File: src/hw/adc_seq_regs.vh
`ifndef ADC_SEQ_REGS_VH
`define ADC_SEQ_REGS_VH
// Register byte addresses.
`define ADDR_CTRL 12'h000
`define ADDR_TIMING 12'h004
`define ADDR_PRELOAD 12'h008
`define ADDR_STATUS 12'h00c
`define ADDR_RESULT 12'h010
// Control register fields.
`define CTRL_ARM 0
`define CTRL_TWO_CH 1
`define CTRL_TRIG_LO 2
`define CTRL_TRIG_HI 3
`define CTRL_CNT_LO 4
`define CTRL_CNT_HI 6
`define CTRL_EXT_EN 7
`define CTRL_PSC_LO 8
`define CTRL_PSC_HI 15
`define CTRL_START 16
`define CTRL_IRQ 17
`define CTRL_RESET 32'h0000_0000
// Timing register fields.
`define TIM_LEB_LO 0
`define TIM_LEB_HI 4
`define TIM_GAP_LO 8
`define TIM_GAP_HI 11
// Status register fields.
`define ST_OVR 0
`define ST_RUN 1
`define ST_BUSY 2
`define ST_IRQ 3
`define ST_DONE_LO 8
`define ST_DONE_HI 12
// Trigger select codes and count codes.
`define TRIG_PWM 2'h0
`define TRIG_CMP 2'h1
`define CNT_MANUAL 3'h0
`define CNT_MAX_CODE 3'h5
`define TIMER_FULL 16'hffff
// Blanking and gap unit, in cycles per step.
`define STEP_CYCLES 8'h10
`endif

File: src/hw/adc_auto_trigger_sequencer.v
// Chosen here: the APB register port and the register addresses.
`default_nettype none

// Summary of operation
// Arm rising edge clears overrun flag.
// PWM edge starts blanking, then CH1.
// Gap delay between CH1 and CH2.
// After CH2, wait next PWM edge.
// After N cycles, clear arm, set irq.
// Trigger while busy sets overrun, ignored.
// Ignored trigger needs fresh edge later.
// Comparator mode needs select 01, count nonzero.
// Comparator edge runs timer preload to full.
// Overflow stops timer, starts conversion.
// Group size 1, 2, 4, 8 or 16.
// Software may clear arm on dead trigger.
// No rearm until group is finished.
// Software clears irq after arm cleared.
// Manual single start reinitialises sequencer.
// Completed group still raises irq on clear.
// Comparator edge ignored when unarmed or disabled.
// Edge while counting changes nothing.
// After ignored edge, need new edge plus overflow.
// Two-channel pair needs new edge and overflow.
// Results accumulate across the group.
// Blanking length is a five-bit field.
// Clearing arm during blanking resets at once.
// Gap only between CH1 end and CH2 start.
// Codes 1..5 give 1,2,4,8,16.
// Timer steps per prescaled tick, reloads.
module adc_auto_trigger_sequencer
(
    input wire I_CLOCK,
    input wire I_RST,
    input wire I_PSEL,
    input wire I_PENABLE,
    input wire I_PWRITE,
    input wire [11:0] I_PADDR,
    input wire [31:0] I_PWDATA,
    output wire [31:0] O_PRDATA,
    output wire O_PREADY,
    output wire O_PSLVERR,
    input wire I_PWM_CHANNEL_ZERO_OUT,
    input wire I_PROTECT_COMPARATOR_OUT,
    input wire I_CONV_DONE,
    input wire [11:0] I_CONV_DATA,
    output reg O_CONV_START,
    output reg O_CONV_CHANNEL,
    output wire O_CONVERTER_BUSY_FLAG,
    output wire O_CONVERTER_IRQ_FLAG
);
`include "adc_seq_regs.vh"

    // ****************************************************************
    // Sequencer states.
    // ****************************************************************
    localparam [6:0] S_IDLE = 7'h01;
    localparam [6:0] S_BLANK = 7'h02;
    localparam [6:0] S_TIMER = 7'h04;
    localparam [6:0] S_CH1 = 7'h08;
    localparam [6:0] S_GAP = 7'h10;
    localparam [6:0] S_CH2 = 7'h20;
    localparam [6:0] S_MAN = 7'h40;

    reg [31:0] ctrl_r;
    reg [12:0] timing_r;
    reg [15:0] preload_r;
    reg [6:0] state_r;
    reg [6:0] state_nxt;
    reg ovr_r;
    reg run_r;
    reg irq_r;
    reg [4:0] done_r;
    reg [15:0] timer_r;
    reg [7:0] psc_r;
    reg [7:0] step_r;
    reg [4:0] delay_r;
    reg [31:0] acc_r;
    reg [31:0] rdata_r;
    reg pwm_s1_r;
    reg pwm_s2_r;
    reg pwm_d_r;
    reg cmp_s1_r;
    reg cmp_s2_r;
    reg cmp_d_r;
    reg arm_d_r;
    reg pend_irq_r;

    // Control and timing fields.
    wire arm = ctrl_r[`CTRL_ARM];
    wire two_ch = ctrl_r[`CTRL_TWO_CH];
    wire [1:0] trig = ctrl_r[`CTRL_TRIG_HI:`CTRL_TRIG_LO];
    wire [2:0] cnt = ctrl_r[`CTRL_CNT_HI:`CTRL_CNT_LO];
    wire ext_en = ctrl_r[`CTRL_EXT_EN];
    wire [4:0] leading_edge_blanking = timing_r[`TIM_LEB_HI:`TIM_LEB_LO];
    wire [3:0] gap = timing_r[`TIM_GAP_HI:`TIM_GAP_LO];

    wire pwm_rise = pwm_s2_r & ~pwm_d_r;
    wire cmp_rise = cmp_s2_r & ~cmp_d_r;
    wire arm_rise = arm & ~arm_d_r;
    wire busy = (state_r == S_CH1) | (state_r == S_CH2) |
        (state_r == S_MAN);
    wire cnt_ok = (cnt != `CNT_MANUAL) & (cnt <= `CNT_MAX_CODE);
    wire pwm_mode = arm & cnt_ok & (trig == `TRIG_PWM);
    wire cmp_mode = arm & cnt_ok & (trig == `TRIG_CMP);
    wire tick = (psc_r == ctrl_r[`CTRL_PSC_HI:`CTRL_PSC_LO]);
    wire step_tick = (step_r == `STEP_CYCLES - 8'h01);
    wire overflow = run_r & tick & (timer_r == `TIMER_FULL);

    // Group size N as a count of 1, 2, 4, 8 or 16.
    reg [4:0] group_n;
    always @*
    begin
        case (cnt)
            3'h1: group_n = 5'h01;
            3'h2: group_n = 5'h02;
            3'h3: group_n = 5'h04;
            3'h4: group_n = 5'h08;
            default: group_n = 5'h10;
        endcase
    end

    wire last_conv = (done_r + 5'h01 == group_n);
    wire cycle_end = I_CONV_DONE & ((state_r == S_CH2) |
        ((state_r == S_CH1) & ~two_ch));

    // ****************************************************************
    // Trigger qualification.
    // ****************************************************************
    // Blanking and the channel gap count as work in progress, so a
    // trigger landing there is a retrigger as much as one mid-conversion.
    wire in_progress = busy | (state_r == S_BLANK) | (state_r == S_GAP);
    wire pwm_retrig = pwm_mode & pwm_rise & in_progress;
    // The timer may only be started from idle; an edge that finds a
    // conversion running is dropped and flagged.
    wire cmp_start = cmp_mode & ext_en & cmp_rise & ~run_r &
        (state_r == S_IDLE);
    wire cmp_retrig = cmp_mode & ext_en & cmp_rise & ~run_r &
        in_progress;

    // ****************************************************************
    // Input synchronisers and edge detectors.
    // ****************************************************************
    always @(posedge I_CLOCK)
    begin
        if (I_RST)
        begin
            pwm_s1_r <= 1'b0;
            pwm_s2_r <= 1'b0;
            pwm_d_r <= 1'b0;
            cmp_s1_r <= 1'b0;
            cmp_s2_r <= 1'b0;
            cmp_d_r <= 1'b0;
            arm_d_r <= 1'b0;
        end
        else
        begin
            pwm_s1_r <= I_PWM_CHANNEL_ZERO_OUT;
            pwm_s2_r <= pwm_s1_r;
            pwm_d_r <= pwm_s2_r;
            cmp_s1_r <= I_PROTECT_COMPARATOR_OUT;
            cmp_s2_r <= cmp_s1_r;
            cmp_d_r <= cmp_s2_r;
            // Arm history feeds the rising-edge clear of the overrun flag.
            arm_d_r <= arm;
        end
    end

    // ****************************************************************
    // Next state logic.
    // ****************************************************************
    always @*
    begin
        state_nxt = state_r;
        case (state_r)
            S_IDLE:
            begin
                if (ctrl_r[`CTRL_START] & (cnt == `CNT_MANUAL))
                    state_nxt = S_MAN;
                else if (pwm_mode & pwm_rise)
                    state_nxt = S_BLANK;
                // Comparator mode skips blanking: overflow starts CH1.
                else if (cmp_mode & overflow)
                    state_nxt = S_CH1;
            end
            S_BLANK:
            begin
                if (~arm)
                    state_nxt = S_IDLE;
                else if (delay_r == 5'h00 && step_tick)
                    state_nxt = S_CH1;
            end
            S_CH1:
            begin
                // A one-channel cycle ends with CH1.
                if (I_CONV_DONE)
                    state_nxt = two_ch ? S_GAP : S_IDLE;
            end
            S_GAP:
            begin
                if (delay_r == 5'h00 && step_tick)
                    state_nxt = S_CH2;
            end
            S_CH2:
            begin
                if (I_CONV_DONE)
                    state_nxt = S_IDLE;
            end
            S_MAN:
            begin
                if (I_CONV_DONE)
                    state_nxt = S_IDLE;
            end
            default: state_nxt = S_IDLE;
        endcase
    end

    // ****************************************************************
    // State entry decode.
    // ****************************************************************
    // Start is raised on entry to a converting state, never while in it.
    wire enter_ch1 = (state_nxt == S_CH1) & (state_r != S_CH1);
    wire enter_ch2 = (state_nxt == S_CH2) & (state_r != S_CH2);
    wire enter_man = (state_nxt == S_MAN) & (state_r != S_MAN);
    wire enter_blank = (state_nxt == S_BLANK) & (state_r != S_BLANK);
    wire enter_gap = (state_nxt == S_GAP) & (state_r != S_GAP);

    // ****************************************************************
    // Sequencer, timer and accumulator.
    // ****************************************************************
    always @(posedge I_CLOCK)
    begin
        if (I_RST)
        begin
            state_r <= S_IDLE;
            ovr_r <= 1'b0;
            run_r <= 1'b0;
            done_r <= 5'h00;
            timer_r <= 16'h0000;
            psc_r <= 8'h00;
            step_r <= 8'h00;
            delay_r <= 5'h00;
            acc_r <= 32'h0000_0000;
            O_CONV_START <= 1'b0;
            O_CONV_CHANNEL <= 1'b0;
            pend_irq_r <= 1'b0;
        end
        else
        begin
            state_r <= state_nxt;
            O_CONV_START <= enter_ch1 | enter_ch2 | enter_man;
            if (state_nxt == S_CH2)
                O_CONV_CHANNEL <= 1'b1;
            else if (state_nxt == S_CH1)
                O_CONV_CHANNEL <= 1'b0;
            // Prescaler and step counters run free; delays end on a step.
            psc_r <= tick ? 8'h00 : psc_r + 8'h01;
            step_r <= step_tick ? 8'h00 : step_r + 8'h01;
            if (enter_blank)
                delay_r <= leading_edge_blanking;
            else if (enter_gap)
                delay_r <= {1'b0, gap};
            else if (step_tick && delay_r != 5'h00)
                delay_r <= delay_r - 5'h01;
            if (arm_rise)
                ovr_r <= 1'b0;
            else if (pwm_retrig | cmp_retrig)
                ovr_r <= 1'b1;
            // Timer starts only when idle-armed and stopped.
            if (overflow)
            begin
                run_r <= 1'b0;
                timer_r <= preload_r;
            end
            else if (~cmp_mode)
            begin
                run_r <= 1'b0;
                timer_r <= preload_r;
            end
            else if (cmp_start)
            begin
                run_r <= 1'b1;
                timer_r <= preload_r;
            end
            else if (run_r & tick)
                timer_r <= timer_r + 16'h0001;
            // The sum stands until the next arm or manual start.
            if (arm_rise | state_r == S_MAN)
            begin
                done_r <= 5'h00;
                acc_r <= 32'h0000_0000;
            end
            else if (I_CONV_DONE & busy)
                acc_r <= acc_r + {20'h00000, I_CONV_DATA};
            // The done count stops at N so a finished group reads whole.
            if (cycle_end & arm & ~last_conv)
                done_r <= done_r + 5'h01;
            else if (cycle_end & last_conv)
                done_r <= group_n;
            // Group completion after software clear still flags.
            pend_irq_r <= cycle_end & last_conv & ~arm;
        end
    end

    // ****************************************************************
    // APB register slave.
    // ****************************************************************
    wire wr = I_PSEL & I_PENABLE & I_PWRITE;
    wire rd = I_PSEL & ~I_PENABLE & ~I_PWRITE;
    // Unmapped addresses answer with an error in the access phase.
    wire mapped = (I_PADDR == `ADDR_CTRL) | (I_PADDR == `ADDR_TIMING) |
        (I_PADDR == `ADDR_PRELOAD) | (I_PADDR == `ADDR_STATUS) |
        (I_PADDR == `ADDR_RESULT);
    wire group_done = cycle_end & last_conv;
    wire manual_done = (state_r == S_MAN) & I_CONV_DONE;

    always @(posedge I_CLOCK)
    begin
        if (I_RST)
        begin
            ctrl_r <= `CTRL_RESET;
            timing_r <= 13'h0000;
            preload_r <= 16'h0000;
            irq_r <= 1'b0;
            rdata_r <= 32'h0000_0000;
        end
        else
        begin
            // Start is a level, acted on only while idle in manual mode.
            if (wr && I_PADDR == `ADDR_CTRL)
            begin
                // Setting arm is ignored while a group is running; a write clearing arm always takes.
                ctrl_r[`CTRL_PSC_HI:`CTRL_TWO_CH] <=
                    I_PWDATA[`CTRL_PSC_HI:`CTRL_TWO_CH];
                ctrl_r[`CTRL_START] <= I_PWDATA[`CTRL_START];
                if (~arm | ~I_PWDATA[`CTRL_ARM])
                    ctrl_r[`CTRL_ARM] <= I_PWDATA[`CTRL_ARM];
            end
            if (group_done & arm)
                ctrl_r[`CTRL_ARM] <= 1'b0;
            if (group_done | pend_irq_r | manual_done)
                irq_r <= 1'b1;
            else if (wr && I_PADDR == `ADDR_STATUS &&
                I_PWDATA[`ST_IRQ])
                irq_r <= 1'b0;
            if (wr && I_PADDR == `ADDR_TIMING)
                timing_r <= I_PWDATA[12:0];
            // Preload is locked while the timer runs, so a count holds.
            if (wr && I_PADDR == `ADDR_PRELOAD && ~run_r)
                preload_r <= I_PWDATA[15:0];
            if (rd)
            begin
                case (I_PADDR)
                    `ADDR_CTRL: rdata_r <= ctrl_r;
                    `ADDR_TIMING: rdata_r <= {19'h00000, timing_r};
                    `ADDR_PRELOAD: rdata_r <= {16'h0000, preload_r};
                    `ADDR_STATUS: rdata_r <= {19'h00000, done_r,
                        4'h0, irq_r, busy, run_r, ovr_r};
                    `ADDR_RESULT: rdata_r <= acc_r;
                    default: rdata_r <= 32'h0000_0000;
                endcase
            end
        end
    end

    assign O_PRDATA = rdata_r;
    // The slave never inserts wait states.
    assign O_PREADY = 1'b1;
    assign O_PSLVERR = I_PSEL & I_PENABLE & ~mapped;
    assign O_CONVERTER_BUSY_FLAG = busy;
    assign O_CONVERTER_IRQ_FLAG = irq_r;

endmodule // adc_auto_trigger_sequencer

`default_nettype wire

File: config.mk
export PLATFORM = sky130hd
export DESIGN_NAME = adc_auto_trigger_sequencer
export DESIGN_NICKNAME = d
export VERILOG_FILES = /design/src/hw/adc_auto_trigger_sequencer.v
export VERILOG_INCLUDE_DIRS = /design/src /design/src/hw
export SDC_FILE = /design/constraint.sdc
export NUM_CORES = 1
export LEC_CHECK = 0
export BUFFER_PORTS_ARGS = -buffer_cell sky130_fd_sc_hd__buf_2
export CAP_MARGIN = 20
export CELL_PAD_IN_SITES_DETAIL_PLACEMENT = 1
export CELL_PAD_IN_SITES_GLOBAL_PLACEMENT = 1
export CORE_ASPECT_RATIO = 1.4
export CORE_MARGIN = 3
export CORE_UTILIZATION = 40
export DETAILED_ROUTE_END_ITERATION = 12
export GPL_TIMING_DRIVEN = 1
export PLACE_DENSITY = 0.74
export SLEW_MARGIN = 40
export SYNTH_ARGS = -nofsm -noshare
export SYNTH_HDL_FRONTEND = slang
export SYNTH_SLANG_ARGS = --single-unit
File: constraint.sdc
create_clock -name I_CLOCK -period 4.8 [get_ports I_CLOCK]
set_clock_uncertainty 0.05 [all_clocks]
set_input_delay 0.24 -clock I_CLOCK [delete_from_list [all_inputs] [get_ports I_CLOCK]]
set_output_delay 0.24 -clock I_CLOCK [all_outputs]
set_load 0.02 [all_outputs]
==> results.md <==
* Largest family of logic cells by synthesized area: simple AND/OR/NAND/NOR gates
* Fillcell total at about 2,500
* Worst skew pair latency at around 0.44 ns
* CP Capture Type: flop
* Final Cycle Share at 0.6848
* TritonCTS clock tree: built
* Die area at roughly 23,000 sq um
* DP Area at 9119 sq um
* Largest net degree at the start of global routing at 80
* TritonRoute pass-1 iters at 5
* Critical path class: reg2reg
* Post-route setup slack at about 1.5 ns
* Max-Cap Viols at 0
* Share of cells above drive strength 1 at 0.1439
* Post-layout util at 0.4719
* I/O pins at 102
* Die width at about 130 microns
* Number of synthesized register bits at 172
* CP Max Fanout at 5
* Post-Place Worst Slack at about 1.5 ns
* Crit path time final at 3.287 ns
* Slew headroom at 0.4840
* Max clock buf depth at 2
* Critical path launch point type: flop
* First-pass GRT wire length at ~42,000 microns
* Synth Net Count at around 1,100
* Hold Crit Class: in2reg
* Number of CTS-inserted buffers at 17
* Drt drc at 0
* Status: finished, final reports clean
* Syn avg cell area at approximately 8.3 sq um
* Distinct cells, synth at 71
* Vias in the first global route at 7,896
* PD cells at roughly 310 nW/um^2
* Yosys warning count at 0
* Via count at just under 8,000
* Detailed placement HPWL at slightly below 20,000 microns
* Row Count at a little over 60
* Drt first-iter violations at around 550
* Req. time, crit path at approximately 5.0 ns
* Worst-Margin Slew at roughly 0.77 ns
* RSZ-0062 raised after global routing: false
* Cell accounting for the most synthesized area: dfxtp_1
* Via density at roughly 5.7
* Max Clock Freq at between 300 and 400 MHz
* Routability cong. at approximately 0.87
* VDD IR-drop max at 0.0002513 V
* Data arrival time of the worst path at roughly 3.5 ns
* Routed Wire Length at 26,410 microns
* GRT Overall Usage at 0.2348
* Initial antenna violation count at 1
* Mapped Cells at slightly above 1,000
* Lkg Pwr at roughly 3.6 nW
* Congestion Overflow GR at 0
* Synth Flop Type: dfxtp_1
* ANT cells at 0
* Final setup fails at 0
* Slew Viols, Final at 0
* Post-route cell area at between 9000 and 10,000 sq um
* Post-synth top cells: dfxtp_1, nor2_1, nand2_1, a21oi_1, nand3_1
* Area contributors post-synth: dfxtp_1, a21oi_1, mux2i_1, nor2_1, nand2_1
* Post-synth EDFFs at 0
* Layout area overhead at 15.17%
* Asr flop ratio synth at 0
* Final hold vios at 0
* Root Driver: clkbuf_16
* Routed Antenna Nets at 0
* TritonCTS Sinks at roughly 170
* Buffers on Ports at 85
* Synth Area in Adders at 0.02901
* Top-area cell type share of the netlist area at 0.4073
* Complex-gate fraction of the synthesized area at 0.1711
* Htree depth at 4
* Sum Neg Setup Slack at 0 ns
* Most frequent cell after synthesis: dfxtp_1
* Mux cell area share after synthesis at 0.05328
* Layout Nets at 1,161
* Initial core utilization at 0.4097
* Die H at approximately 180 microns
* Seq/Total Area, Yosys at 0.4073
* Post-Synth Simple-Gate Area at 0.2383
* Avg WL per Cell at slightly below 20 microns
* Synth Cell Area at ~8500 sq um
* Placeable Area at between 20,000 and 25,000 sq um
* Worst-path clk slew at 0.07 ns
* XOR/XNOR share of the synthesized area at 0.06630
placed cells by master, fill, tap and decap left out, drive strengths merged, types with 8 or more instances in the layout:
master | netlist | routed
and2 | 8 | 8
a21oi | 90 | 90
nand4 | 8 | 8
nor2b | 15 | 15
xor2 | 32 | 32
buf | 12 | 101
mux2i | 45 | 45
nand3 | 60 | 60
nor4 | 8 | 8
nand2b | 12 | 12
inv | 13 | 18
o21ai | 58 | 58
clkbuf | 48 | 18
ha | 18 | 18
dfxtp | 172 | 172
nor2 | 118 | 118
nor3 | 20 | 20
and3 | 14 | 14
nand2 | 115 | 115
a222oi | 15 | 15
a211oi | 10 | 10
xnor2 | 32 | 32
layer usage:
| layer | GRT usage | vias up | part of all wire |
|---|---|---|---|
| met5 | 0 | - | 0.00049 |
| met4 | 0.09413 | 2 | 0.030 |
| met2 | 0.4193 | 157 | 0.52 |
| li1 | - | 3749 | - |
| met3 | 0.03535 | 46 | 0.039 |
| met1 | 0.2791 | 3780 | 0.42 |
where the power goes:
| part | internal (mW) | switching (mW) |
|---|---|---|
| Sequential | 1.44 | 0.00694 |
| Combinational | 0.0437 | 0.0852 |
| Clock | 0.778 | 0.625 |
metrics by stage:
stage                     cells  hold WS (ns)  power [mW]
after global placement     1311        0.3764       1.601
after global routing       1347       0.02242       3.073
after floorplan            1016        0.3182       1.545
after detailed placement   1313        0.3836       1.604
after CTS                  1347      0.002214       2.997
final                      1347      0.006310       2.974
path summary, 6_finish.rpt:
check	cells after the start	slack, ns	end	from
worst min register to register	1	0.40	cmp_s2_r	cmp_s1_r
worst max register to register	11	1.51	acc_r[24]	acc_r[0]
worst max-delay path	11	1.51	acc_r[24]	acc_r[0]
worst min-delay path	3	0.006	ctrl_r[4]	I_PWDATA[4]
cell families after synthesis:
| family | count (synthesis) |
|---|---|
| flops | 172 |
| compound gates | 227 |
| mux | 45 |
| other cells | 2 |
| xor+xnor | 64 |
| simple gates | 414 |
| fa+ha+maj | 19 |
| buf+inv | 73 |
what timing repair did:
action | 4_1_cts | 5_1_grt
setup buffers | 0 | 0
resized for setup | 0 | 0
endpoints found under the hold margin | 2 | 0
hold buffers | 2 | 0
worst max-delay path, stage by stage (launching register included):
cell and delay (ns):
dfxtp_1 0.42, ha_1 0.21, inv_1 0.05, fa_1 0.38, nor2b_1 0.15, o21ai_0 0.11
a21boi_0 0.44, o211ai_1 0.30, buf_2 0.25, a2111oi_2 0.54, a21o_1 0.19, a21oi_1 0.05
layout make-up:
type	count	area, sq um	share of cell area
repair buffers	103	569.3	0.05847
clock buffers	18	429.2	0.04408
clock inverters	14	158.9	0.01632
inverters	13	48.80	0.005012
well taps	256	320.3	0.03290
multi-input cells	771	4767	0.4896
flip-flops and latches	172	3443	0.3536
state kept, by name, summed over array words and instances (netlist names), 5 cells and up:
register and count:
timing_r 13, delay_r 5, acc_r 32, preload_r 16, psc_r 8, timer_r 16, ctrl_r 17, O_PRDATA 32
step_r 8, state_r 7, done_r 5
Note: power is estimated with default switching activity, not from simulation.
